### config.mk
export PLATFORM = sky130hd
export DESIGN_NAME = fbis_boot_ctrl
export DESIGN_NICKNAME = d
export VERILOG_FILES = /design/src/fbis_pkg.sv /design/src/fbis_boot_ctrl.sv /design/src/fbis_spi_engine.sv
export SDC_FILE = /design/constraint.sdc
export NUM_CORES = 1
export LEC_CHECK = 0
export BUFFER_PORTS_ARGS = -buffer_cell sky130_fd_sc_hd__buf_2
export CORE_MARGIN = 2
export CORE_UTILIZATION = 55
export CTS_BUF_LIST = sky130_fd_sc_hd__clkbuf_8
export DETAILED_ROUTE_END_ITERATION = 10
export HOLD_SLACK_MARGIN = 0.1
export PLACE_DENSITY_LB_ADDON = 0.05
export SLEW_MARGIN = 20
export SYNTH_ARGS = -nofsm -noshare
export SYNTH_HDL_FRONTEND = slang
export SYNTH_HIERARCHICAL = 1
export SYNTH_SLANG_ARGS = --single-unit
### constraint.sdc
create_clock -name core_clk -period 3.3 [get_ports core_clk]
set_clock_uncertainty 0.1 [all_clocks]
set_input_delay 0.165 -clock core_clk [delete_from_list [all_inputs] [get_ports core_clk]]
set_output_delay 0.165 -clock core_clk [all_outputs]
set_load 0.02 [all_outputs]
### src/fbis_pkg.sv
package fbis_pkg;

  localparam int unsigned CLK_KHZ        = 100000;
  localparam int unsigned CLK_PERIOD_NS  = 10;

  localparam int unsigned SCK_SLOW_KHZ   = 1420;
  localparam int unsigned SCK_FAST_KHZ   = 30000;
  // Half periods round up so the serial clock never exceeds its nominal rate
  localparam logic [7:0]  SCK_SLOW_HALF  =
    8'((CLK_KHZ + 2 * SCK_SLOW_KHZ - 1) / (2 * SCK_SLOW_KHZ));
  localparam logic [7:0]  SCK_FAST_HALF  =
    8'((CLK_KHZ + 2 * SCK_FAST_KHZ - 1) / (2 * SCK_FAST_KHZ));

  localparam int unsigned CS_HIGH_NS     = 200;
  localparam logic [7:0]  CS_GAP_CYC     =
    8'((CS_HIGH_NS + CLK_PERIOD_NS - 1) / CLK_PERIOD_NS);

  localparam int unsigned INIT_TYP_MS    = 500;
  localparam int unsigned INIT_TYP_CYC   = INIT_TYP_MS * CLK_KHZ;

  localparam logic [7:0]  FAST_READ_CMD    = 8'h0B;
  localparam logic [7:0]  STATUS_READ_CMD  = 8'h05;
  localparam logic [7:0]  STATUS_WRITE_CMD = 8'h01;
  localparam logic [7:0]  WRITE_ENABLE_CMD = 8'h06;
  localparam logic [7:0]  PAGE_PROGRAM_CMD = 8'h02;
  localparam logic [7:0]  SECTOR_ERASE_CMD = 8'h20;
  localparam logic [7:0]  DUMMY_BYTE       = 8'h00;
  localparam logic [7:0]  STATUS_CLEAR     = 8'h00;
  localparam int unsigned WRITE_ENABLE_LATCH_BIT = 1;

  localparam int unsigned FLASH_AW        = 24;
  localparam int unsigned PMEM_AW         = 12;
  localparam logic [23:0] BOOT_FLASH_BASE = 24'h00_0000;
  // Image kept short so a full boot copy stays quick to exercise
  localparam logic [11:0] BOOT_LAST       = 12'h3FF;
  localparam logic        BOOT_CS         = 1'h0;

  localparam logic [2:0]  IDX_FIRST       = 3'h0;
  localparam logic [2:0]  IDX_DUMMY       = 3'h4;
  localparam logic [2:0]  IDX_DATA        = 3'h5;

  typedef enum logic [2:0] {
    S_WRITE_ENABLE_CMD  = 3'b000,
    S_STATUS_READ_CMD  = 3'b001,
    S_STATUS_WRITE_CMD  = 3'b010,
    S_FREAD = 3'b011,
    S_RUN   = 3'b100,
    S_OP    = 3'b101,
    S_DONE  = 3'b110
  } fbis_state_e;

  typedef enum logic [1:0] {
    E_IDLE = 2'b00,
    E_LOW  = 2'b01,
    E_HIGH = 2'b10,
    E_GAP  = 2'b11
  } fbis_eng_e;

endpackage : fbis_pkg

### src/fbis_boot_ctrl.sv
// What this block does
// - During reset the init-done line is released, pulled high outside.
// - Line stays released after reset until the flash boot copy finishes.
// - After boot, drive the line high while auto-initialisation still runs.
// - Drive the line low when auto-initialisation finishes; falling edge means done.
// - Host commands and video are accepted only after the init-done falling edge.
// - Initialisation typically ends within 500 ms of reset release.
// - Flash addresses are 24 bits, covering up to 16 MB.
// - Flash accesses start at about 1.39 MHz, then run at 25 MHz.
// - Two independent active-low chip selects share one serial flash link.
// - Boot code is fetched from the flash on chip select zero.
// - Boot copies flash code into program memory, then hands over to initialisation.
// - One data line each way, conventional serial flash command protocol.
// - Serial link uses clock polarity and phase mode 0.
// - Boot sends write enable, polls status for the latch, writes status zero.
// - Every program or erase is preceded by write enable and latch polling.
// - Same commands and clock rates whatever flash part is attached.
`timescale 1ns/1ps
module fbis_boot_ctrl
  import fbis_pkg::*;
#(
  parameter int unsigned INIT_LIMIT_CYC = INIT_TYP_CYC
)
(
  input  wire logic                core_clk,
  input  wire logic                rst_n,
  output logic                     flash_sck,
  output logic                     flash_mosi,
  input  wire logic                flash_miso,
  output logic                     boot_flash_select_n,
  output logic                     aux_flash_select_n,
  output logic                     init_done_o,
  output logic                     init_done_oe,
  output logic                     pmem_we,
  output logic [PMEM_AW-1:0]       pmem_addr,
  output logic [7:0]               pmem_data,
  input  wire logic                auto_init_done,
  input  wire logic                flash_req,
  input  wire logic                flash_req_erase,
  input  wire logic                flash_req_cs,
  input  wire logic [FLASH_AW-1:0] flash_req_addr,
  input  wire logic [7:0]          flash_req_data,
  output logic                     flash_req_ready,
  output logic                     host_access_open,
  output logic                     init_late
);

  fbis_state_e           state_q, state_d;
  logic [2:0]            idx_q, idx_d;
  logic                  pend_q, pend_d;
  logic                  op_q, op_d;
  logic                  fast_q, fast_d;
  logic                  erase_q, erase_d;
  logic                  cs_q, cs_d;
  logic [FLASH_AW-1:0]   addr_q, addr_d;
  logic [7:0]            wdata_q, wdata_d;
  logic [PMEM_AW-1:0]    cnt_q, cnt_d;
  logic                  pmem_we_q, pmem_we_d;
  logic [PMEM_AW-1:0]    pmem_addr_q, pmem_addr_d;
  logic [7:0]            pmem_data_q, pmem_data_d;
  logic                  irq_o_q, irq_o_d;
  logic                  irq_oe_q, irq_oe_d;
  logic                  ready_q, ready_d;
  logic                  open_q, open_d;
  logic [31:0]           late_cnt_q, late_cnt_d;
  logic                  late_q, late_d;
  logic                  miso_meta_q;
  logic                  miso_sync_q;

  logic                  eng_ready;
  logic                  eng_done;
  logic [7:0]            eng_rx;
  logic [1:0]            eng_cs_n;
  logic                  issue;
  logic [7:0]            cur_tx;
  logic                  cur_last;
  logic                  link_state;

  // Two flops before anything reads the pin
  always_ff @(posedge core_clk or negedge rst_n)
  begin
    if (!rst_n)
    begin
      miso_meta_q <= 1'b0;
      miso_sync_q <= 1'b0;
    end
    else
    begin
      miso_meta_q <= flash_miso;
      miso_sync_q <= miso_meta_q;
    end
  end

  // Byte to send for the current state and position inside the command
  always_comb
  begin
    cur_tx   = DUMMY_BYTE;
    cur_last = 1'b0;
    case (state_q)
      S_WRITE_ENABLE_CMD:
      begin
        cur_tx   = WRITE_ENABLE_CMD;
        cur_last = 1'b1;
      end
      S_STATUS_READ_CMD:
      begin
        cur_tx   = (idx_q == IDX_FIRST) ? STATUS_READ_CMD : DUMMY_BYTE;
        cur_last = (idx_q != IDX_FIRST);
      end
      S_STATUS_WRITE_CMD:
      begin
        cur_tx   = (idx_q == IDX_FIRST) ? STATUS_WRITE_CMD : STATUS_CLEAR;
        cur_last = (idx_q != IDX_FIRST);
      end
      S_FREAD:
      begin
        case (idx_q)
          3'h0:    cur_tx = FAST_READ_CMD;
          3'h1:    cur_tx = addr_q[23:16];
          3'h2:    cur_tx = addr_q[15:8];
          3'h3:    cur_tx = addr_q[7:0];
          default: cur_tx = DUMMY_BYTE;
        endcase
        cur_last = (idx_q == IDX_DATA) && (cnt_q == BOOT_LAST);
      end
      S_OP:
      begin
        case (idx_q)
          3'h0:    cur_tx = erase_q ? SECTOR_ERASE_CMD : PAGE_PROGRAM_CMD;
          3'h1:    cur_tx = addr_q[23:16];
          3'h2:    cur_tx = addr_q[15:8];
          3'h3:    cur_tx = addr_q[7:0];
          default: cur_tx = wdata_q;
        endcase
        cur_last = erase_q ? (idx_q == 3'h3) : (idx_q == IDX_DUMMY);
      end
      default:
      begin
        cur_tx   = DUMMY_BYTE;
        cur_last = 1'b0;
      end
    endcase
  end

  assign link_state = (state_q != S_RUN) && (state_q != S_DONE);
  assign issue      = link_state && eng_ready && !pend_q;

  always_comb
  begin
    state_d     = state_q;
    idx_d       = idx_q;
    pend_d      = pend_q;
    op_d        = op_q;
    fast_d      = fast_q;
    erase_d     = erase_q;
    cs_d        = cs_q;
    addr_d      = addr_q;
    wdata_d     = wdata_q;
    cnt_d       = cnt_q;
    pmem_we_d   = 1'b0;
    pmem_addr_d = pmem_addr_q;
    pmem_data_d = pmem_data_q;
    irq_o_d     = irq_o_q;
    irq_oe_d    = irq_oe_q;
    open_d      = open_q;
    late_cnt_d  = late_cnt_q;
    late_d      = late_q;

    if (issue)
      pend_d = 1'b1;

    if (eng_done)
    begin
      pend_d = 1'b0;
      case (state_q)
        S_WRITE_ENABLE_CMD:
        begin
          idx_d   = IDX_FIRST;
          state_d = S_STATUS_READ_CMD;
        end
        S_STATUS_READ_CMD:
        begin
          if (idx_q == IDX_FIRST)
            idx_d = 3'h1;
          else
          begin
            idx_d = IDX_FIRST;
            // Keep polling until the flash reports its latch set
            if (eng_rx[WRITE_ENABLE_LATCH_BIT])
              state_d = op_q ? S_OP : S_STATUS_WRITE_CMD;
          end
        end
        S_STATUS_WRITE_CMD:
        begin
          if (idx_q == IDX_FIRST)
            idx_d = 3'h1;
          else
          begin
            idx_d   = IDX_FIRST;
            fast_d  = 1'b1;
            addr_d  = BOOT_FLASH_BASE;
            state_d = S_FREAD;
          end
        end
        S_FREAD:
        begin
          if (idx_q != IDX_DATA)
            idx_d = idx_q + 3'h1;
          else
          begin
            pmem_we_d   = 1'b1;
            pmem_addr_d = cnt_q;
            pmem_data_d = eng_rx;
            cnt_d       = cnt_q + 12'h001;
            if (cnt_q == BOOT_LAST)
            begin
              idx_d    = IDX_FIRST;
              irq_o_d  = 1'b1;
              irq_oe_d = 1'b1;
              state_d  = S_RUN;
            end
          end
        end
        S_OP:
        begin
          if (cur_last)
          begin
            // Latch clears itself in the flash, so each request re-enables
            idx_d   = IDX_FIRST;
            state_d = S_RUN;
          end
          else
            idx_d = idx_q + 3'h1;
        end
        default:
          state_d = state_q;
      endcase
    end

    case (state_q)
      S_RUN:
      begin
        if (auto_init_done)
        begin
          irq_o_d = 1'b0;
          open_d  = 1'b1;
          state_d = S_DONE;
        end
        else if (flash_req && ready_q)
        begin
          op_d    = 1'b1;
          erase_d = flash_req_erase;
          cs_d    = flash_req_cs;
          addr_d  = flash_req_addr;
          wdata_d = flash_req_data;
          idx_d   = IDX_FIRST;
          state_d = S_WRITE_ENABLE_CMD;
        end
      end
      S_DONE:
        state_d = S_DONE;
      default:
        state_d = state_d;
    endcase

    if (!open_q && !late_q)
    begin
      // Flag only; the nominal time is typical, not a hard limit
      if (late_cnt_q >= INIT_LIMIT_CYC - 1)
        late_d = 1'b1;
      else
        late_cnt_d = late_cnt_q + 32'h0000_0001;
    end
  end

  // Hold requests off until the engine has finished its select gap
  assign ready_d = (state_d == S_RUN) && eng_ready;

  always_ff @(posedge core_clk or negedge rst_n)
  begin
    if (!rst_n)
    begin
      state_q     <= S_WRITE_ENABLE_CMD;
      idx_q       <= IDX_FIRST;
      pend_q      <= 1'b0;
      op_q        <= 1'b0;
      fast_q      <= 1'b0;
      erase_q     <= 1'b0;
      cs_q        <= BOOT_CS;
      addr_q      <= BOOT_FLASH_BASE;
      wdata_q     <= 8'h00;
      cnt_q       <= 12'h000;
      pmem_we_q   <= 1'b0;
      pmem_addr_q <= 12'h000;
      pmem_data_q <= 8'h00;
      irq_o_q     <= 1'b0;
      irq_oe_q    <= 1'b0;
      ready_q     <= 1'b0;
      open_q      <= 1'b0;
      late_cnt_q  <= 32'h0000_0000;
      late_q      <= 1'b0;
    end
    else
    begin
      state_q     <= state_d;
      idx_q       <= idx_d;
      pend_q      <= pend_d;
      op_q        <= op_d;
      fast_q      <= fast_d;
      erase_q     <= erase_d;
      cs_q        <= cs_d;
      addr_q      <= addr_d;
      wdata_q     <= wdata_d;
      cnt_q       <= cnt_d;
      pmem_we_q   <= pmem_we_d;
      pmem_addr_q <= pmem_addr_d;
      pmem_data_q <= pmem_data_d;
      irq_o_q     <= irq_o_d;
      irq_oe_q    <= irq_oe_d;
      ready_q     <= ready_d;
      open_q      <= open_d;
      late_cnt_q  <= late_cnt_d;
      late_q      <= late_d;
    end
  end

  fbis_spi_engine u_engine (
    .core_clk  (core_clk),
    .rst_n     (rst_n),
    .start     (issue),
    .last      (cur_last),
    .fast      (fast_q),
    .cs_sel    (cs_q),
    .tx_byte   (cur_tx),
    .miso_sync (miso_sync_q),
    .ready     (eng_ready),
    .done      (eng_done),
    .rx_byte   (eng_rx),
    .sck       (flash_sck),
    .mosi      (flash_mosi),
    .cs_n      (eng_cs_n)
  );

  assign boot_flash_select_n = eng_cs_n[0];
  assign aux_flash_select_n  = eng_cs_n[1];
  assign init_done_o         = irq_o_q;
  assign init_done_oe        = irq_oe_q;
  assign pmem_we             = pmem_we_q;
  assign pmem_addr           = pmem_addr_q;
  assign pmem_data           = pmem_data_q;
  assign flash_req_ready     = ready_q;
  assign host_access_open    = open_q;
  assign init_late           = late_q;

endmodule : fbis_boot_ctrl

### src/fbis_spi_engine.sv
`timescale 1ns/1ps
module fbis_spi_engine
  import fbis_pkg::*;
(
  input  wire logic       core_clk,
  input  wire logic       rst_n,
  input  wire logic       start,
  input  wire logic       last,
  input  wire logic       fast,
  input  wire logic       cs_sel,
  input  wire logic [7:0] tx_byte,
  input  wire logic       miso_sync,
  output logic            ready,
  output logic            done,
  output logic [7:0]      rx_byte,
  output logic            sck,
  output logic            mosi,
  output logic [1:0]      cs_n
);

  fbis_eng_e   st_q, st_d;
  logic [7:0]  cnt_q, cnt_d;
  logic [7:0]  half_q, half_d;
  logic [2:0]  bit_q, bit_d;
  logic [7:0]  sh_q, sh_d;
  logic [7:0]  rx_q, rx_d;
  logic        last_q, last_d;
  logic        sck_q, sck_d;
  logic        mosi_q, mosi_d;
  logic [1:0]  cs_n_q, cs_n_d;
  logic        done_q, done_d;
  logic        ready_q, ready_d;

  always_comb
  begin
    st_d    = st_q;
    cnt_d   = cnt_q;
    half_d  = half_q;
    bit_d   = bit_q;
    sh_d    = sh_q;
    rx_d    = rx_q;
    last_d  = last_q;
    sck_d   = sck_q;
    mosi_d  = mosi_q;
    cs_n_d  = cs_n_q;
    done_d  = 1'b0;
    ready_d = ready_q;
    case (st_q)
      E_IDLE:
      begin
        if (start)
        begin
          cs_n_d  = cs_sel ? 2'h1 : 2'h2;
          sh_d    = tx_byte;
          mosi_d  = tx_byte[7];
          bit_d   = 3'h7;
          half_d  = fast ? SCK_FAST_HALF : SCK_SLOW_HALF;
          cnt_d   = fast ? SCK_FAST_HALF : SCK_SLOW_HALF;
          last_d  = last;
          ready_d = 1'b0;
          st_d    = E_LOW;
        end
      end
      E_LOW:
      begin
        if (cnt_q == 8'h01)
        begin
          sck_d = 1'b1;
          cnt_d = half_q;
          st_d  = E_HIGH;
        end
        else
          cnt_d = cnt_q - 8'h01;
      end
      E_HIGH:
      begin
        if (cnt_q == 8'h01)
        begin
          // Sampled late in the high phase so the synchroniser delay is covered
          sh_d  = {sh_q[6:0], miso_sync};
          sck_d = 1'b0;
          if (bit_q == 3'h0)
          begin
            rx_d   = {sh_q[6:0], miso_sync};
            done_d = 1'b1;
            if (last_q)
            begin
              cs_n_d = 2'h3;
              cnt_d  = CS_GAP_CYC;
              st_d   = E_GAP;
            end
            else
            begin
              ready_d = 1'b1;
              st_d    = E_IDLE;
            end
          end
          else
          begin
            bit_d  = bit_q - 3'h1;
            mosi_d = sh_q[6];
            cnt_d  = half_q;
            st_d   = E_LOW;
          end
        end
        else
          cnt_d = cnt_q - 8'h01;
      end
      E_GAP:
      begin
        if (cnt_q == 8'h01)
        begin
          ready_d = 1'b1;
          st_d    = E_IDLE;
        end
        else
          cnt_d = cnt_q - 8'h01;
      end
      default:
        st_d = E_IDLE;
    endcase
  end

  always_ff @(posedge core_clk or negedge rst_n)
  begin
    if (!rst_n)
    begin
      st_q    <= E_IDLE;
      cnt_q   <= 8'h00;
      half_q  <= 8'h00;
      bit_q   <= 3'h0;
      sh_q    <= 8'h00;
      rx_q    <= 8'h00;
      last_q  <= 1'b0;
      sck_q   <= 1'b0;
      mosi_q  <= 1'b0;
      cs_n_q  <= 2'h3;
      done_q  <= 1'b0;
      ready_q <= 1'b1;
    end
    else
    begin
      st_q    <= st_d;
      cnt_q   <= cnt_d;
      half_q  <= half_d;
      bit_q   <= bit_d;
      sh_q    <= sh_d;
      rx_q    <= rx_d;
      last_q  <= last_d;
      sck_q   <= sck_d;
      mosi_q  <= mosi_d;
      cs_n_q  <= cs_n_d;
      done_q  <= done_d;
      ready_q <= ready_d;
    end
  end

  assign ready   = ready_q;
  assign done    = done_q;
  assign rx_byte = rx_q;
  assign sck     = sck_q;
  assign mosi    = mosi_q;
  assign cs_n    = cs_n_q;

endmodule : fbis_spi_engine

# --- Word level (Yosys, flattened, before mapping) ---
# Index checks and enable logic that the tools add are counted.
classes:
  addsub: 5
  reduce_logical: 36
  n_lt_le_gt_ge: 1
  bitwise: 4
  muxes: 89
  n_eq_ne: 30
op_table:
  columns: ["operator", "n"]
  rows:
  - ["two-way mux 24 bit", 6]
  - ["one-hot mux 8 bit (4 select lines)", 3]
  - ["two-way mux 3 bit", 21]
  - ["two-way mux 8 bit", 6]
  - ["one-hot mux 8 bit (5 select lines)", 1]
  - ["adder 32 x 1 -> 32 bit (second input constant)", 1]
  - ["greater-or-equal comparator 32 x 26 -> 1 bit (second input constant)", 1]
  - ["two-way mux 1 bit", 26]
  - ["two-way mux 2 bit", 11]
  - ["AND reduction 3 bit", 7]
  - ["== test 3 bit (second input constant)", 6]
  - ["one-hot mux 3 bit (5 select lines)", 1]
  - ["two-way mux 7 bit", 2]
  - ["one-hot mux 7 bit (2 select lines)", 1]
  - ["adder 12 x 1 -> 12 bit (second input constant)", 1]
  - ["== test 12 x 10 -> 1 bit (second input constant)", 1]
  - ["== test 3 x 2 -> 1 bit (second input constant)", 4]
  - ["two-way mux 6 bit", 2]
  - ["one-hot mux 3 bit (2 select lines)", 2]
  - ["one-hot mux 3 bit (4 select lines)", 1]
  - ["AND reduction 4 bit", 3]
  - ["inequality test 2 x 1 -> 1 bit (second input constant)", 5]
  - ["zero test 3 bit", 3]
  - ["inequality test 3 bit (second input constant)", 3]
  - ["24 further kinds", 47]
word_totals:
  output_inout_bits: 30
  wordCells: 198
  in_bits: 39
  reg_bits: 158

# --- Depth between registers and ports, before layout ---
# Gate-level depths: netlist of the first run.
depth:
  depth_word: 11
  ltp_mapped: 12
  ltp_nobuf: 10

# --- By module ---
# The synthesis of the first run kept the hierarchy.
by_module_without_submodules:
  columns: ["module", "instances", "seq_area_each_um2", "area_each_um2", "cells_per_inst"]
  rows:
  - ["fbis_boot_ctrl", 1, 2877.8, 5173.7, 440]
  - ["fbis_spi_engine", 1, 929.6, 1959.4, 190]

# --- Least setup slack after synthesis of the first run ---
# No wires, ideal clock.
synth_timing:
  path_kind: "register to register"
  from: "register idx_q[0]"
  to: "register u_engine.sh_q[2]"
  required_ps: 3077
  arrival_ps: 2211
  path_buffers: 2
  period_less_slack_ps: 2433
  setup_time_ps: 123
  slack_ps: 867
  stages_incl_launch_ff: 13
  cell_sequence: "dfrtp_1 inv_1 ha_1 nor2b_1 clkbuf_1 or4_1 clkbuf_1 and3_1 a31oi_1 a21oi_1 a21o_1 mux2i_1 a21oi_1"
synth_via:
  elab_chain_len: 5
  elab_cells_between_ends: 10
  classes_between: "eq/ne: 3; mux: 6; reduce/logical: 1"
synth_rtl:
  columns: ["item", "line_no", "rtl"]
  rows:
  - ["from (decl)", "fbis_boot_ctrl.sv:49", "logic [2:0] idx_q, idx_d;"]
  - ["from (signal assigned)", "fbis_boot_ctrl.sv:306", "idx_q <= idx_d;"]
  - ["== test 3 x 2 -> 1 bit (tied with other cells)", "fbis_boot_ctrl.sv:117, fbis_boot_ctrl.sv:128", null]
  - ["one-hot mux 8 bit (4 select lines) (tied with other cells)", "fbis_boot_ctrl.sv:128", "case (idx_q)"]
  - ["one-hot mux 8 bit (5 select lines) (*)", "fbis_boot_ctrl.sv:99", "case (state_q)"]
  - ["via cur_tx[2]", "fbis_boot_ctrl.sv:75", "logic [7:0] cur_tx;"]
  - ["two-way mux 7 bit (*)", "fbis_spi_engine.sv:51", "if (start)"]
  - ["one-hot mux 7 bit (2 select lines) (*)", "fbis_spi_engine.sv:48", "case (st_q)"]
  - ["to (signal assigned)", "fbis_spi_engine.sv:132", "sh_q <= 8'h00;"]
  - ["to (signal assigned)", "fbis_spi_engine.sv:147", "sh_q <= sh_d;"]
  - ["to (decl)", "fbis_spi_engine.sv:25", "logic [7:0] sh_q, sh_d;"]
# The timed path passes the listed nets; every way through them passes the cells marked *. The select of a mux whose other input is x is not followed.
# A chain may end at the register's enable or synchronous reset.

# --- Final worst setup path of the first run ---
layout_timing:
  from: "register state_q[1]"
  to: "register state_q[2]"
layout_via:
  elab_chain_len: 9
  elab_cells_between_ends: 15
  classes_between: "eq/ne: 6; mux: 7; reduce/logical: 2"
layout_rtl:
  columns: ["item", "line_no", "rtl"]
  rows:
  - ["from (decl)", "fbis_boot_ctrl.sv:48", "fbis_state_e state_q, state_d;"]
  - ["from (signal assigned)", "fbis_boot_ctrl.sv:305", "state_q <= state_d;"]
  - ["== test 3 x 2 -> 1 bit or == test 3 x 1 -> 1 bit (tied branches)", "fbis_boot_ctrl.sv:99, fbis_boot_ctrl.sv:175", null]
  - ["OR reduction 2 bit (no line)", null, null]
  - ["one-hot mux 1 bit (4 select lines)", "fbis_boot_ctrl.sv:99", null]
  - ["two-way mux 3 bit", "fbis_boot_ctrl.sv:226", "if (cur_last)"]
  - ["one-hot mux 3 bit (5 select lines)", "fbis_boot_ctrl.sv:175", "case (state_q)"]
  - ["two-way mux 3 bit", "fbis_boot_ctrl.sv:172", "if (eng_done)"]
  - ["two-way mux 3 bit", "fbis_boot_ctrl.sv:249", "else if (flash_req && ready_q)"]
  - ["two-way mux 3 bit", "fbis_boot_ctrl.sv:243", "if (auto_init_done)"]
  - ["one-hot mux 3 bit (2 select lines) (*)", "fbis_boot_ctrl.sv:240", "case (state_q)"]
  - ["via state_d[2]", "fbis_boot_ctrl.sv:48", null]
# The timed path passes the listed nets; every way through them passes the cells marked *.

==> summary.md, run 1 <==
| Metric | Value |
|---|---|
| WP data required | `3.59 ns` |
| Cell Rows | `41` |
| Initial antenna violation count | `1` |
| Dpl hpwl | `10400 µm` |
| Commonest non-fill, non-tap cell in the layout | `dfrtp_1` |
| DIE WIDTH | `118 µm` |
| Initial core utilization | `56.5%` |
| Average cell area after synthesis | `11.3 µm²` |
| Fin. max-slew vios | `0` |
| Vias in the first global route | `about 5300` |
| Max transition margin | `50.6%` |
| Syn Inst Count | `630` |
| Skew-Pair Late Insertion Delay | `0.45 ns` |
| Routability cong. | `0.891` |
| Pin count of the biggest net entering global routing | `82` |
| WL per Instance | `17.3 µm` |
| Synth top area share | `52.3%` |
| H-tree depth | `4` |
| Ys flop type | `dfrtp_1` |
| Setup crit end kind | `flip-flop` |
| Register area | `0.00381 mm²` |
| Power Total | `3.49 mW` |
| First-pass GRT wire length | `26600 µm` |
| Via-to-Cell Ratio | `a little under 6` |
| Design Area, Final | `~0.0084 mm²` |
| Die area | `0.0139 mm²` |
| Synth Net Count | `680` |
| Most frequent cells in the layout | `dfrtp_1, buf_2, nor2_1, dlygate4sd3_1, nand2_1` |
| Cts bufs inserted | `17` |
| Antenna Violating Nets Remaining | `0` |
| Synth warnings | `6` |
| Maximum VDD drop | `0.000273 V` |
| Critical Path Start Type | `flip-flop` |
| CTS tree | `built` |
| Slew @ Worst Pin | `0.739 ns` |
| Final setup vio count | `0` |
| Fmax | `357 MHz` |
| Max-capacitance violation count | `0` |
| Layout Utilization | `between 60% and 70%` |
| Multi-input logic area | `between 0.003 and 0.004 mm²` |
| Critical Path AT | `just over 3 ns` |
| Iter 0 DRT Violations | `527` |
| DP Area | `0.00761 mm²` |
| Status | `finished, final reports clean` |
| Io pins | `~70` |
| Root Driver | `clkbuf_8` |
| Fin crit share | `approximately 85%` |
| CTS max path bufs | `2` |
| Largest cells by area after synthesis | `dfrtp_1, mux2_2, xnor2_1` |
| Via count | `between 5000 and 6000` |
| PortBufs | `68` |
| Gr usage total | `23.8%` |
| Remaining DRCs | `0` |
| Uppermost layer routed | `met4` |
| Crit path time final | `approximately 2.8 ns` |
| Hold/Removal Path Class | `in -> async` |
| Post-synthesis sequential area ratio | `a little over half` |
| CORE AREA | `0.0126 mm²` |
| Worst-path clk slew | `0.09 ns` |
| FF+latch count, synth | `between 150 and 200` |
| M1 wire length | `7090 µm` |
| Layout cells sized above 1 | `22.8%` |
| Met3 wire len | `667 µm` |
| Routed WL | `around 16000 µm` |
| Synth area leader | `dfrtp_1` |
| Pleak | `3.98 nW` |
| Number of synthesized flops with an enable pin | `0` |
| Net count, final | `778` |
| Die height | `118 µm` |
| Critical path peak fanout | `13` |
| FILL cells | `995` |
| Pwr Density | `417 mW/mm²` |
| Detail Route met2 WL | `7610 µm` |
| RSZ-0062 raised after global routing | `false` |
| Post-CTS Resized | `0` |
| Area Overhead vs Synth | `17.3%` |
| DR pass1 iterations | `9` |
| Mapped Area | `0.00713 mm²` |
| Final hold vios | `0` |
| CP Class | `reg -> reg` |
| Global route overflow | `0` |
| Clk sink count | `152` |
| Cell variety after synth | `66` |
| Async S/R FF share, synth | `100%` |
| Setup TNS | `0 ns` |
-- flip-flops by register name (all words and copies together), names as in the netlist, 2 cells and up --
name / count
addr_q: 24
cnt_q: 12
idx_q: 3
late_cnt_q: 32
pmem_addr: 12
pmem_data: 8
state_q: 3
u_engine/bit_q: 3
u_engine/cnt_q: 8
u_engine/cs_n: 2
u_engine/half_q: 2
u_engine/rx_byte: 8
u_engine/sh_q: 7
u_engine/st_q: 2
wdata_q: 8
-- area by class of cell --
cell class / instances / share of cell area (%)
Clock buffer: 17 / 2.80
Multi-Input combinational cell: 428 / 37.1
Sequential cell: 152 / 45.5
Antenna cell: 1 / 0.0299
Clock inverter: 15 / 1.72
Inverter: 14 / 0.628
Tap cell: 172 / 2.57
Timing Repair Buffer: 115 / 9.64
-- cell usage after synthesis (all sizes together) (11+ instances only) --
library cell	number
nor2	46
clkbuf	30
nor2b	13
o21ai	25
inv	14
mux2	43
nand3	14
dfrtp	149
nand4	19
and3	14
ha	11
a21oi	33
nand2	37
a22o	28
xnor2	33
-- worst paths after layout --
path | endpoint | slack [ns] | cells after the start | startpoint
setup / recovery | state_q[2] | 0.50 | 7 | state_q[1]
hold / removal | u_engine/cnt_q[7] | 0.20 | 2 | rst_n
setup reg to reg | state_q[2] | 0.50 | 7 | state_q[1]
hold reg to reg | miso_sync_q | 0.25 | 0 | miso_meta_q
max in group asynchronous | pmem_addr[2] | 2.08 | 3 | rst_n
min in group core_clk | flash_req_ready | 0.21 | 4 | flash_req
-- power by group --
part	total [mW]	switching (mW)	internal, mW
sequential	1.94	0.0366	1.90
combinational	0.185	0.0920	0.0929
clock	1.36	0.752	0.611
-- metrics by stage --
stage	worst slack, ns	std cells	hold slack (ns)
floorplan	0.867	630	-0.231
global placement	0.695	843	0.149
detailed placement	0.650	843	0.159
CTS	0.528	913	0.174
global route	0.315	914	0.247
finish	0.497	914	0.202
-- routing by layer --
metal / up-vias / global-route usage [%]
li1: 2480 / -
met1: 2630 / 32.1
met2: 152 / 37.2
met3: 33 / 5.96
met4: 0 / 9.34
met5: - / 0
-- worst max-delay path, cell delays in order, from the launching register on --
cell and delay [ns]:
dfrtp_1 0.57, nor2b_1 0.35, nand2_1 0.23, or4_1 0.61, o21ai_1 0.11, a22oi_1 0.10, o21ai_0 0.11, dlygate4sd3_1 0.56
-- kinds of logic (layout without fill, tap and decap cells) --
| group | count (synthesis) | in the layout | synth area share (%) |
|---|---|---|---|
| simple gates | 193 | 193 | 14.9 |
| flops | 152 | 152 | 53.4 |
| compound gates | 134 | 134 | 13.6 |
| mux | 51 | 51 | 8.33 |
| buf+inv | 50 | 161 | 3.12 |
| xor+xnor | 38 | 38 | 4.67 |
| fa+ha+maj | 12 | 12 | 2.07 |
| other cells | 0 | 1 | 0 |
-- repair_timing --
item	4_1_cts	5_1_grt
hold buffers	38	0
buffers inserted	0	0
hold endpoints to repair	116	0
No activity file was read; power rests on OpenSTA's default activity.
==> inputs of run 2 (changes only) <==
--- a/config.mk
+++ b/config.mk
@@ -5,6 +5,7 @@
 export SDC_FILE = /design/constraint.sdc
 export NUM_CORES = 1
 export LEC_CHECK = 0
+export ABC_AREA = 1
 export BUFFER_PORTS_ARGS = -buffer_cell sky130_fd_sc_hd__buf_2
 export CORE_MARGIN = 2
 export CORE_UTILIZATION = 55
==> constraint.sdc (replaced) <==
create_clock -name core_clk -period 2.7 [get_ports core_clk]
set_clock_uncertainty 0.1 [all_clocks]
set_input_delay 0.135 -clock core_clk [delete_from_list [all_inputs] [get_ports core_clk]]
set_output_delay 0.135 -clock core_clk [all_outputs]
set_load 0.02 [all_outputs]
==> summary.md, run 2 <==
| Metric | Value |
|---|---|
| Clk sink count | `152 (unchanged)` |
| Hold WS | `0.109 ns (-0.0928 ns)` |
| Routed WL | `17400 µm (+10%)` |
| Critical path buffers and inverters | `3 (+2)` |
| Average cell area after synthesis | `7.62 µm² (-33%)` |
| WL per Instance | `13.1 µm (-24%)` |
| Maximum VDD drop | `0.000304 V (+11%)` |
| Diodes inserted | `0 (-1)` |
| Skew-Pair Late Insertion Delay | `0.45 ns (about the same)` |
| Fin. max-slew vios | `0 (unchanged)` |
| FF+latch count, synth | `152 (unchanged)` |
| Register-to-Register Path Depth | `12 (+5)` |
| DIE WIDTH | `124 µm (+4.8%)` |
| Status | `finished, final reports clean` |
| Met3 wire len | `731 µm (+9.6%)` |
| Slew @ Worst Pin | `0.662 ns (-0.0775 ns)` |
| Post-CTS setup buffer count | `0 (unchanged)` |
| RSZ-0062 raised after global routing | `false` |
| Gr usage total | `24.7% (+0.90 points)` |
| R2r setup slk | `0.26 ns (-0.24 ns)` |
| CP top delay family | `simple AND/OR/NAND/NOR gates` |
| CORE AREA | `0.0139 mm² (+10%)` |
| Crit path time final | `2.44 ns (-0.362 ns)` |
| Top flop regs | `late_cnt_q x32, addr_q x24` |
| Register area | `0.00381 mm² (unchanged)` |
| Cts bufs inserted | `17 (unchanged)` |
| Initial core utilization | `56.4% (-0.12 points)` |
| Largest register FFs | `32 (unchanged)` |
| Critical Path AT | `2.68 ns (-0.41 ns)` |
| Via-to-Cell Ratio | `5.03 (-13%)` |
| Pin count of the biggest net entering global routing | `58 (-29%)` |
| CP max stage cell | `dlygate4sd3_1` |
| Setup TNS | `0 ns (unchanged)` |
| Iter 0 DRT Violations | `549 (+4.2%)` |
| Die height | `124 µm (+4.8%)` |
| Layout cells sized above 1 | `12.5% (-10 points)` |
| Detail Route met2 WL | `7900 µm (+3.8%)` |
| First-pass GRT wire length | `29500 µm (+11%)` |
| Pleak | `4.75 nW (+19%)` |
| Async S/R FF share, synth | `100% (unchanged)` |
| Setup crit end kind | `flip-flop` |
| Fmax | `410 MHz (+15%)` |
| Antenna Violating Nets Remaining | `0 (unchanged)` |
| Die area | `0.0153 mm² (+9.8%)` |
| Hold-fix buffers at CTS | `39 (+2.6%)` |
| Cell variety after synth | `44 (-33%)` |
| Post-CTS Resized | `0 (unchanged)` |
| Uppermost layer routed | `met4` |
| Initial antenna violation count | `0 (-1)` |
| Synth warnings | `6 (unchanged)` |
| Mapped Area | `0.00786 mm² (+10%)` |
| M1 wire length | `8630 µm (+22%)` |
| Fin crit share | `90.4% (+5.5 points)` |
| Most frequent cells in the layout | `nand2_1, dfrtp_1, inv_1, nor2_1, nand3_1` |
| CP Class | `reg -> reg` |
| H-tree depth | `4 (unchanged)` |
| Hold/Removal Path Class | `in -> async` |
| Ys flop type | `dfrtp_1` |
| WP data required | `2.94 ns (-0.65 ns)` |
| Most frequent cell after synthesis | `nand2_1` |
| Pwr Density | `470 mW/mm² (+13%)` |
| Remaining DRCs | `0 (unchanged)` |
| PortBufs | `68 (unchanged)` |
| FILL cells | `1197 (+20%)` |
| CTS tree | `built` |
| Net count, final | `1186 (+52%)` |
| Max-capacitance violation count | `0 (unchanged)` |
| Vias in the first global route | `6289 (+18%)` |
| Largest cells by area after synthesis | `dfrtp_1, nand2_1, inv_1` |
| Global route overflow | `0 (unchanged)` |
| Post-place setup slack | `0.514 ns (-0.136 ns)` |
| Number of synthesized flops with an enable pin | `0 (unchanged)` |
| Top cells by count, synth | `nand2_1, dfrtp_1, inv_1` |
| WP depth | `12 (+5)` |
| Synth Net Count | `1081 (+59%)` |
| Final hold vios | `0 (unchanged)` |
| DR pass1 iterations | `5 (-4)` |
| Via count | `6686 (+26%)` |
| CP dominant cell by count | `nand2_1` |
| Critical Path Start Type | `flip-flop` |
| Syn Inst Count | `1031 (+64%)` |
| Max transition margin | `55.7% (+5.1 points)` |
| Area Overhead vs Synth | `17.3% (about the same)` |
| Io pins | `69 (unchanged)` |
| CTS max path bufs | `2 (unchanged)` |
| Top reg by flops | `late_cnt_q` |
| Post-synthesis sequential area ratio | `48.4% (-4.9 points)` |
| Final setup vio count | `0 (unchanged)` |
| Multi-input logic area | `0.00345 mm² (+11%)` |
| Crit-path max cell delay | `0.55 ns (-0.06 ns)` |
| Root Driver | `clkbuf_8` |
| Cell Rows | `43 (+4.9%)` |
| Commonest non-fill, non-tap cell in the layout | `nand2_1` |
| Worst-path clk slew | `0.08 ns (about the same)` |
| Dpl hpwl | `12300 µm (+18%)` |
| Routability cong. | `0.893 (+0.24%)` |
| Synth area leader | `dfrtp_1` |
| Worst setup margin | `0.259 ns (-0.238 ns)` |
| Synth top area share | `47.4% (-4.8 points)` |
| CP Cell Sequence | `inv_1, ha_1, nand2_2, inv_2, nand2_1, nor2_1, nand2_1, nand2_1, nand3_1, nand2_1, nand2_1, dlygate4sd3_1` |
| Critical path peak fanout | `6 (-7)` |
-- run 2: changes by cell type in the layout (fill, tap and decap cells not counted), sizes merged, moves of 23 or more --
cell	change
nand2	+324
inv	+107
nand3	+59
o21ai	+58
mux2	-43
nor2	+43
a22o	-26
xnor2	-23
-- run 2: power by group --
group	leakage [nW]	switching (mW)	internal (mW)	total (mW)
logic	2.45	0.0603	0.0608	0.121
clock network	0.219	0.873	1.07	1.94
registers	2.08	0.000762	2.28	2.28
total	4.75	0.934	3.40	4.34
-- run 2: path summary, 6_finish.rpt --
check,start,endpoint
max,idx_q[1],state_q[1]
min,rst_n,pmem_addr[7]
max reg2reg,idx_q[1],state_q[1]
min reg2reg,late_cnt_q[27],late_cnt_q[27]
max in group asynchronous,rst_n,wdata_q[6]
min in group core_clk,flash_miso,miso_meta_q
-- run 2: per-layer routing --
layer,up-vias,global-route usage [%]
met5,-,0
met4,0,6.82
met3,13,5.49
met2,155,38.6
met1,3051,34.9
li1,3467,-
-- run 2: metrics by stage --
stage               area, µm²  std cells  utilization (%)  total power [mW]
global placement         8380       1258             60.1              2.40
detailed placement       8380       1258             60.1              2.40
finish                   9220       1329             66.2              4.34
CTS                      9220       1329             66.2              4.38
floorplan                7860       1031                -              2.32
global route             9220       1329             66.2              4.50
-- run 2: logic make-up (layout without fill, tap and decap cells) --
group	count (synthesis)	count (layout)	synth area share [%]
AO/OA/AOI/OAI	124	124	8.68
XOR/XNOR	31	31	3.45
adder cells (fa/ha/maj)	11	11	1.75
buffers and inverters	155	273	7.70
flip-flops	152	152	48.4
AND/OR/NAND/NOR	558	558	30.0
-- run 2: layout make-up --
| type | count | area share, % |
|---|---|---|
| sequential | 152 | 41.3 |
| clock inverter | 13 | 2.08 |
| inverter | 124 | 5.05 |
| multi-input combinational | 724 | 37.4 |
| clock buffer | 19 | 2.84 |
| tap | 180 | 2.44 |
| timing repair buffer | 117 | 8.94 |
==> inputs of run 3 (changes only) <==
--- a/config.mk
+++ b/config.mk
@@ -6,11 +6,11 @@
 export NUM_CORES = 1
 export LEC_CHECK = 0
 export ABC_AREA = 1
-export BUFFER_PORTS_ARGS = -buffer_cell sky130_fd_sc_hd__buf_2
 export CORE_MARGIN = 2
 export CORE_UTILIZATION = 55
 export CTS_BUF_LIST = sky130_fd_sc_hd__clkbuf_8
 export DETAILED_ROUTE_END_ITERATION = 10
+export DONT_BUFFER_PORTS = 1
 export HOLD_SLACK_MARGIN = 0.1
 export PLACE_DENSITY_LB_ADDON = 0.05
 export SLEW_MARGIN = 20
==> summary.md, run 3 (same netlist as run 2, synthesis figures left out) <==
| Metric | Value |
|---|---|
| Design Area, Final | `0.00874 mm² (-5.3%)` |
| Initial core utilization | `56.4% (unchanged)` |
| Top reg by flops | `late_cnt_q` |
| R2R Path End | `state_q[1]` |
| Routability cong. | `0.882 (-1.3%)` |
| RSZ-0062 raised after global routing | `false` |
| Die height | `124 µm (unchanged)` |
| Root Driver | `clkbuf_8` |
| PortBufs | `0 (-100%)` |
| Clk sink count | `152 (unchanged)` |
| Power Total | `3.92 mW (-9.5%)` |
| Sw Share | `22.2% (+0.62 points)` |
| FILL cells | `1254 (+4.8%)` |
| Via-to-Cell Ratio | `5.11 (+1.7%)` |
| Iter 0 DRT Violations | `489 (-11%)` |
| Hold WS | `-0.721 ns (-0.829 ns)` |
| Status | `complete, but fails checks` |
| Via count | `6429 (-3.8%)` |
| Crit path from | `idx_q[1]` |
| Fmax | `406 MHz (-0.80%)` |
| Fin. max-slew vios | `0 (unchanged)` |
| Setup TNS | `0 ns (unchanged)` |
| Critical Path AT | `2.69 ns (about the same)` |
| Register-to-Register Path Depth | `12 (unchanged)` |
| Post-CTS Resized | `0 (unchanged)` |
| Power share of the clock group | `40.8% (-3.9 points)` |
| Remaining DRCs | `0 (unchanged)` |
| Dpl hpwl | `11900 µm (-3.8%)` |
| Io pins | `69 (unchanged)` |
| CTS tree | `built` |
| Gr usage total | `24.1% (-0.62 points)` |
| R2r setup slk | `0.24 ns (-0.02 ns)` |
| CTS max path bufs | `2 (unchanged)` |
| CORE AREA | `0.0139 mm² (unchanged)` |
| Failing checks | `negative hold slack` |
| First-pass GRT wire length | `28700 µm (-2.7%)` |
| Maximum VDD drop | `0.000336 V (+11%)` |
| Pleak | `4.38 nW (-7.9%)` |
| H-tree depth | `4 (unchanged)` |
| Max transition margin | `55.6% (-0.070 points)` |
| Sw power | `0.869 mW (-6.9%)` |
| Int Pwr | `3.05 mW (-10%)` |
| Fin crit share | `91.1% (+0.73 points)` |
| DIE WIDTH | `124 µm (unchanged)` |
| Critical path peak fanout | `6 (unchanged)` |
| Critical Path End | `state_q[1]` |
| Max-capacitance violation count | `0 (unchanged)` |
| Largest register FFs | `32 (unchanged)` |
| Most frequent cells in the layout | `nand2_1, dfrtp_1, inv_1, nor2_1, nand3_1` |
| Pwr Density | `449 mW/mm² (-4.5%)` |
| Hold/Removal Path Class | `in -> async` |
| Critical Path Start Type | `flip-flop` |
| Net count, final | `1114 (-6.1%)` |
| Register area | `0.00381 mm² (unchanged)` |
| Sequential power share | `58.0% (+5.5 points)` |
| Multi-input logic area | `0.00345 mm² (unchanged)` |
| Worst-path clk slew | `0.08 ns (about the same)` |
| Comb pwr share | `1.2% (-1.6 points)` |
| Diodes inserted | `0 (unchanged)` |
| Die area | `0.0153 mm² (unchanged)` |
| Hold-fix buffers at CTS | `38 (-2.6%)` |
| Top flop regs | `late_cnt_q x32, addr_q x24` |
| Antenna Violating Nets Remaining | `0 (unchanged)` |
| WP data required | `2.93 ns (about the same)` |
| DR pass1 iterations | `7 (+2)` |
| WL per Instance | `13.6 µm (+4.1%)` |
| Setup crit end kind | `flip-flop` |
| Global route overflow | `0 (unchanged)` |
| Vias in the first global route | `6042 (-3.9%)` |
| Final setup vio count | `0 (unchanged)` |
| Initial antenna violation count | `0 (unchanged)` |
| Post-place setup slack | `0.500 ns (-0.0140 ns)` |
| Routed WL | `17100 µm (-1.5%)` |
| Pin count of the biggest net entering global routing | `153 (+160%)` |
| Skew-Pair Late Insertion Delay | `0.44 ns (about the same)` |
| Reg2Reg Launch Point | `idx_q[1]` |
| Area Overhead vs Synth | `11.2%` |
| Final hold vios | `152 (+152)` |
| Layout cells sized above 1 | `6.31% (-6.2 points)` |
| Crit path time final | `2.46 ns (+0.0197 ns)` |
| DP Area | `0.00800 mm² (-4.6%)` |
| Cts bufs inserted | `17 (unchanged)` |
| Worst setup margin | `0.239 ns (-0.0197 ns)` |
| Slew @ Worst Pin | `0.663 ns (+0.00105 ns)` |
| Cell Rows | `43 (unchanged)` |
| CP Class | `reg -> reg` |
| Commonest non-fill, non-tap cell in the layout | `nand2_1` |
-- run 3: cell types whose count changed in the layout (fill, tap and decap cells not counted), sizes merged --
cell	delta
clkbuf	-1
clkinvlp	+2
buf	-71
clkinv	-2
bufinv	-3
inv	+4
dlygate4sd3	-1
-- run 3: per-stage QoR --
stage | cells | util, %
floorplan | 1031 | -
global placement | 1187 | 57.4
detailed placement | 1187 | 57.4
CTS | 1257 | 62.7
global route | 1257 | 62.7
finish | 1257 | 62.7
-- run 3: layout make-up --
type	count	share of cell area (%)
sequential	152	43.6
multi-input combinational	724	39.4
inverter	124	5.33
timing repair buffer	45	4.95
clock buffer	18	2.84
tap	180	2.58
clock inverter	14	1.29
-- run 3: metal layers --
metal | GRT usage (%) | routed length [µm] | up-vias
met5 | 0 | 0 | -
li1 | - | - | 3320
met4 | 7.67 | 339 | 0
met1 | 34.5 | 8430 | 2936
met3 | 6.04 | 848 | 24
met2 | 36.1 | 7530 | 149
-- run 3: power groups by stage --
stage | clock, mW | sequential [mW] | combinational [mW]
global route | 1.75 | 2.28 | 0.0477
CTS | 1.65 | 2.28 | 0.0432
finish | 1.60 | 2.28 | 0.0454
global placement | 0 | 2.32 | 0.000880
detailed placement | 0 | 2.32 | 0.000849
floorplan | 0 | 2.32 | 0.000719
-- run 3: timing repair --
| item | in CTS | in global routing |
|---|---|---|
| hold endpoints to repair | 192 | 152 |
| buffers inserted | 0 | 0 |
| setup endpoints to repair | 0 | 0 |
-- run 3: worst min-delay path by stage --
stage,cells after the start,slack [ns],to,from
finish,0,-0.72,pmem_addr[7],rst_n
global route,0,-0.76,pmem_addr[7],rst_n
CTS,0,-0.75,pmem_addr[7],rst_n
detailed placement,0,-0.26,pmem_addr[7],rst_n
global placement,0,-0.26,pmem_addr[7],rst_n
floorplan,0,-0.26,addr_q[0],rst_n
-- run 3: worst max-delay path: stages (launching register included) --
cell and delay, ns:
dfrtp_1 0.42, inv_1 0.10, ha_1 0.22, nand2_2 0.13
inv_2 0.12, nand2_1 0.05, nor2_1 0.14, nand2_1 0.07
nand2_1 0.17, nand3_1 0.11, nand2_1 0.09, nand2_1 0.06
dlygate4sd3_1 0.56
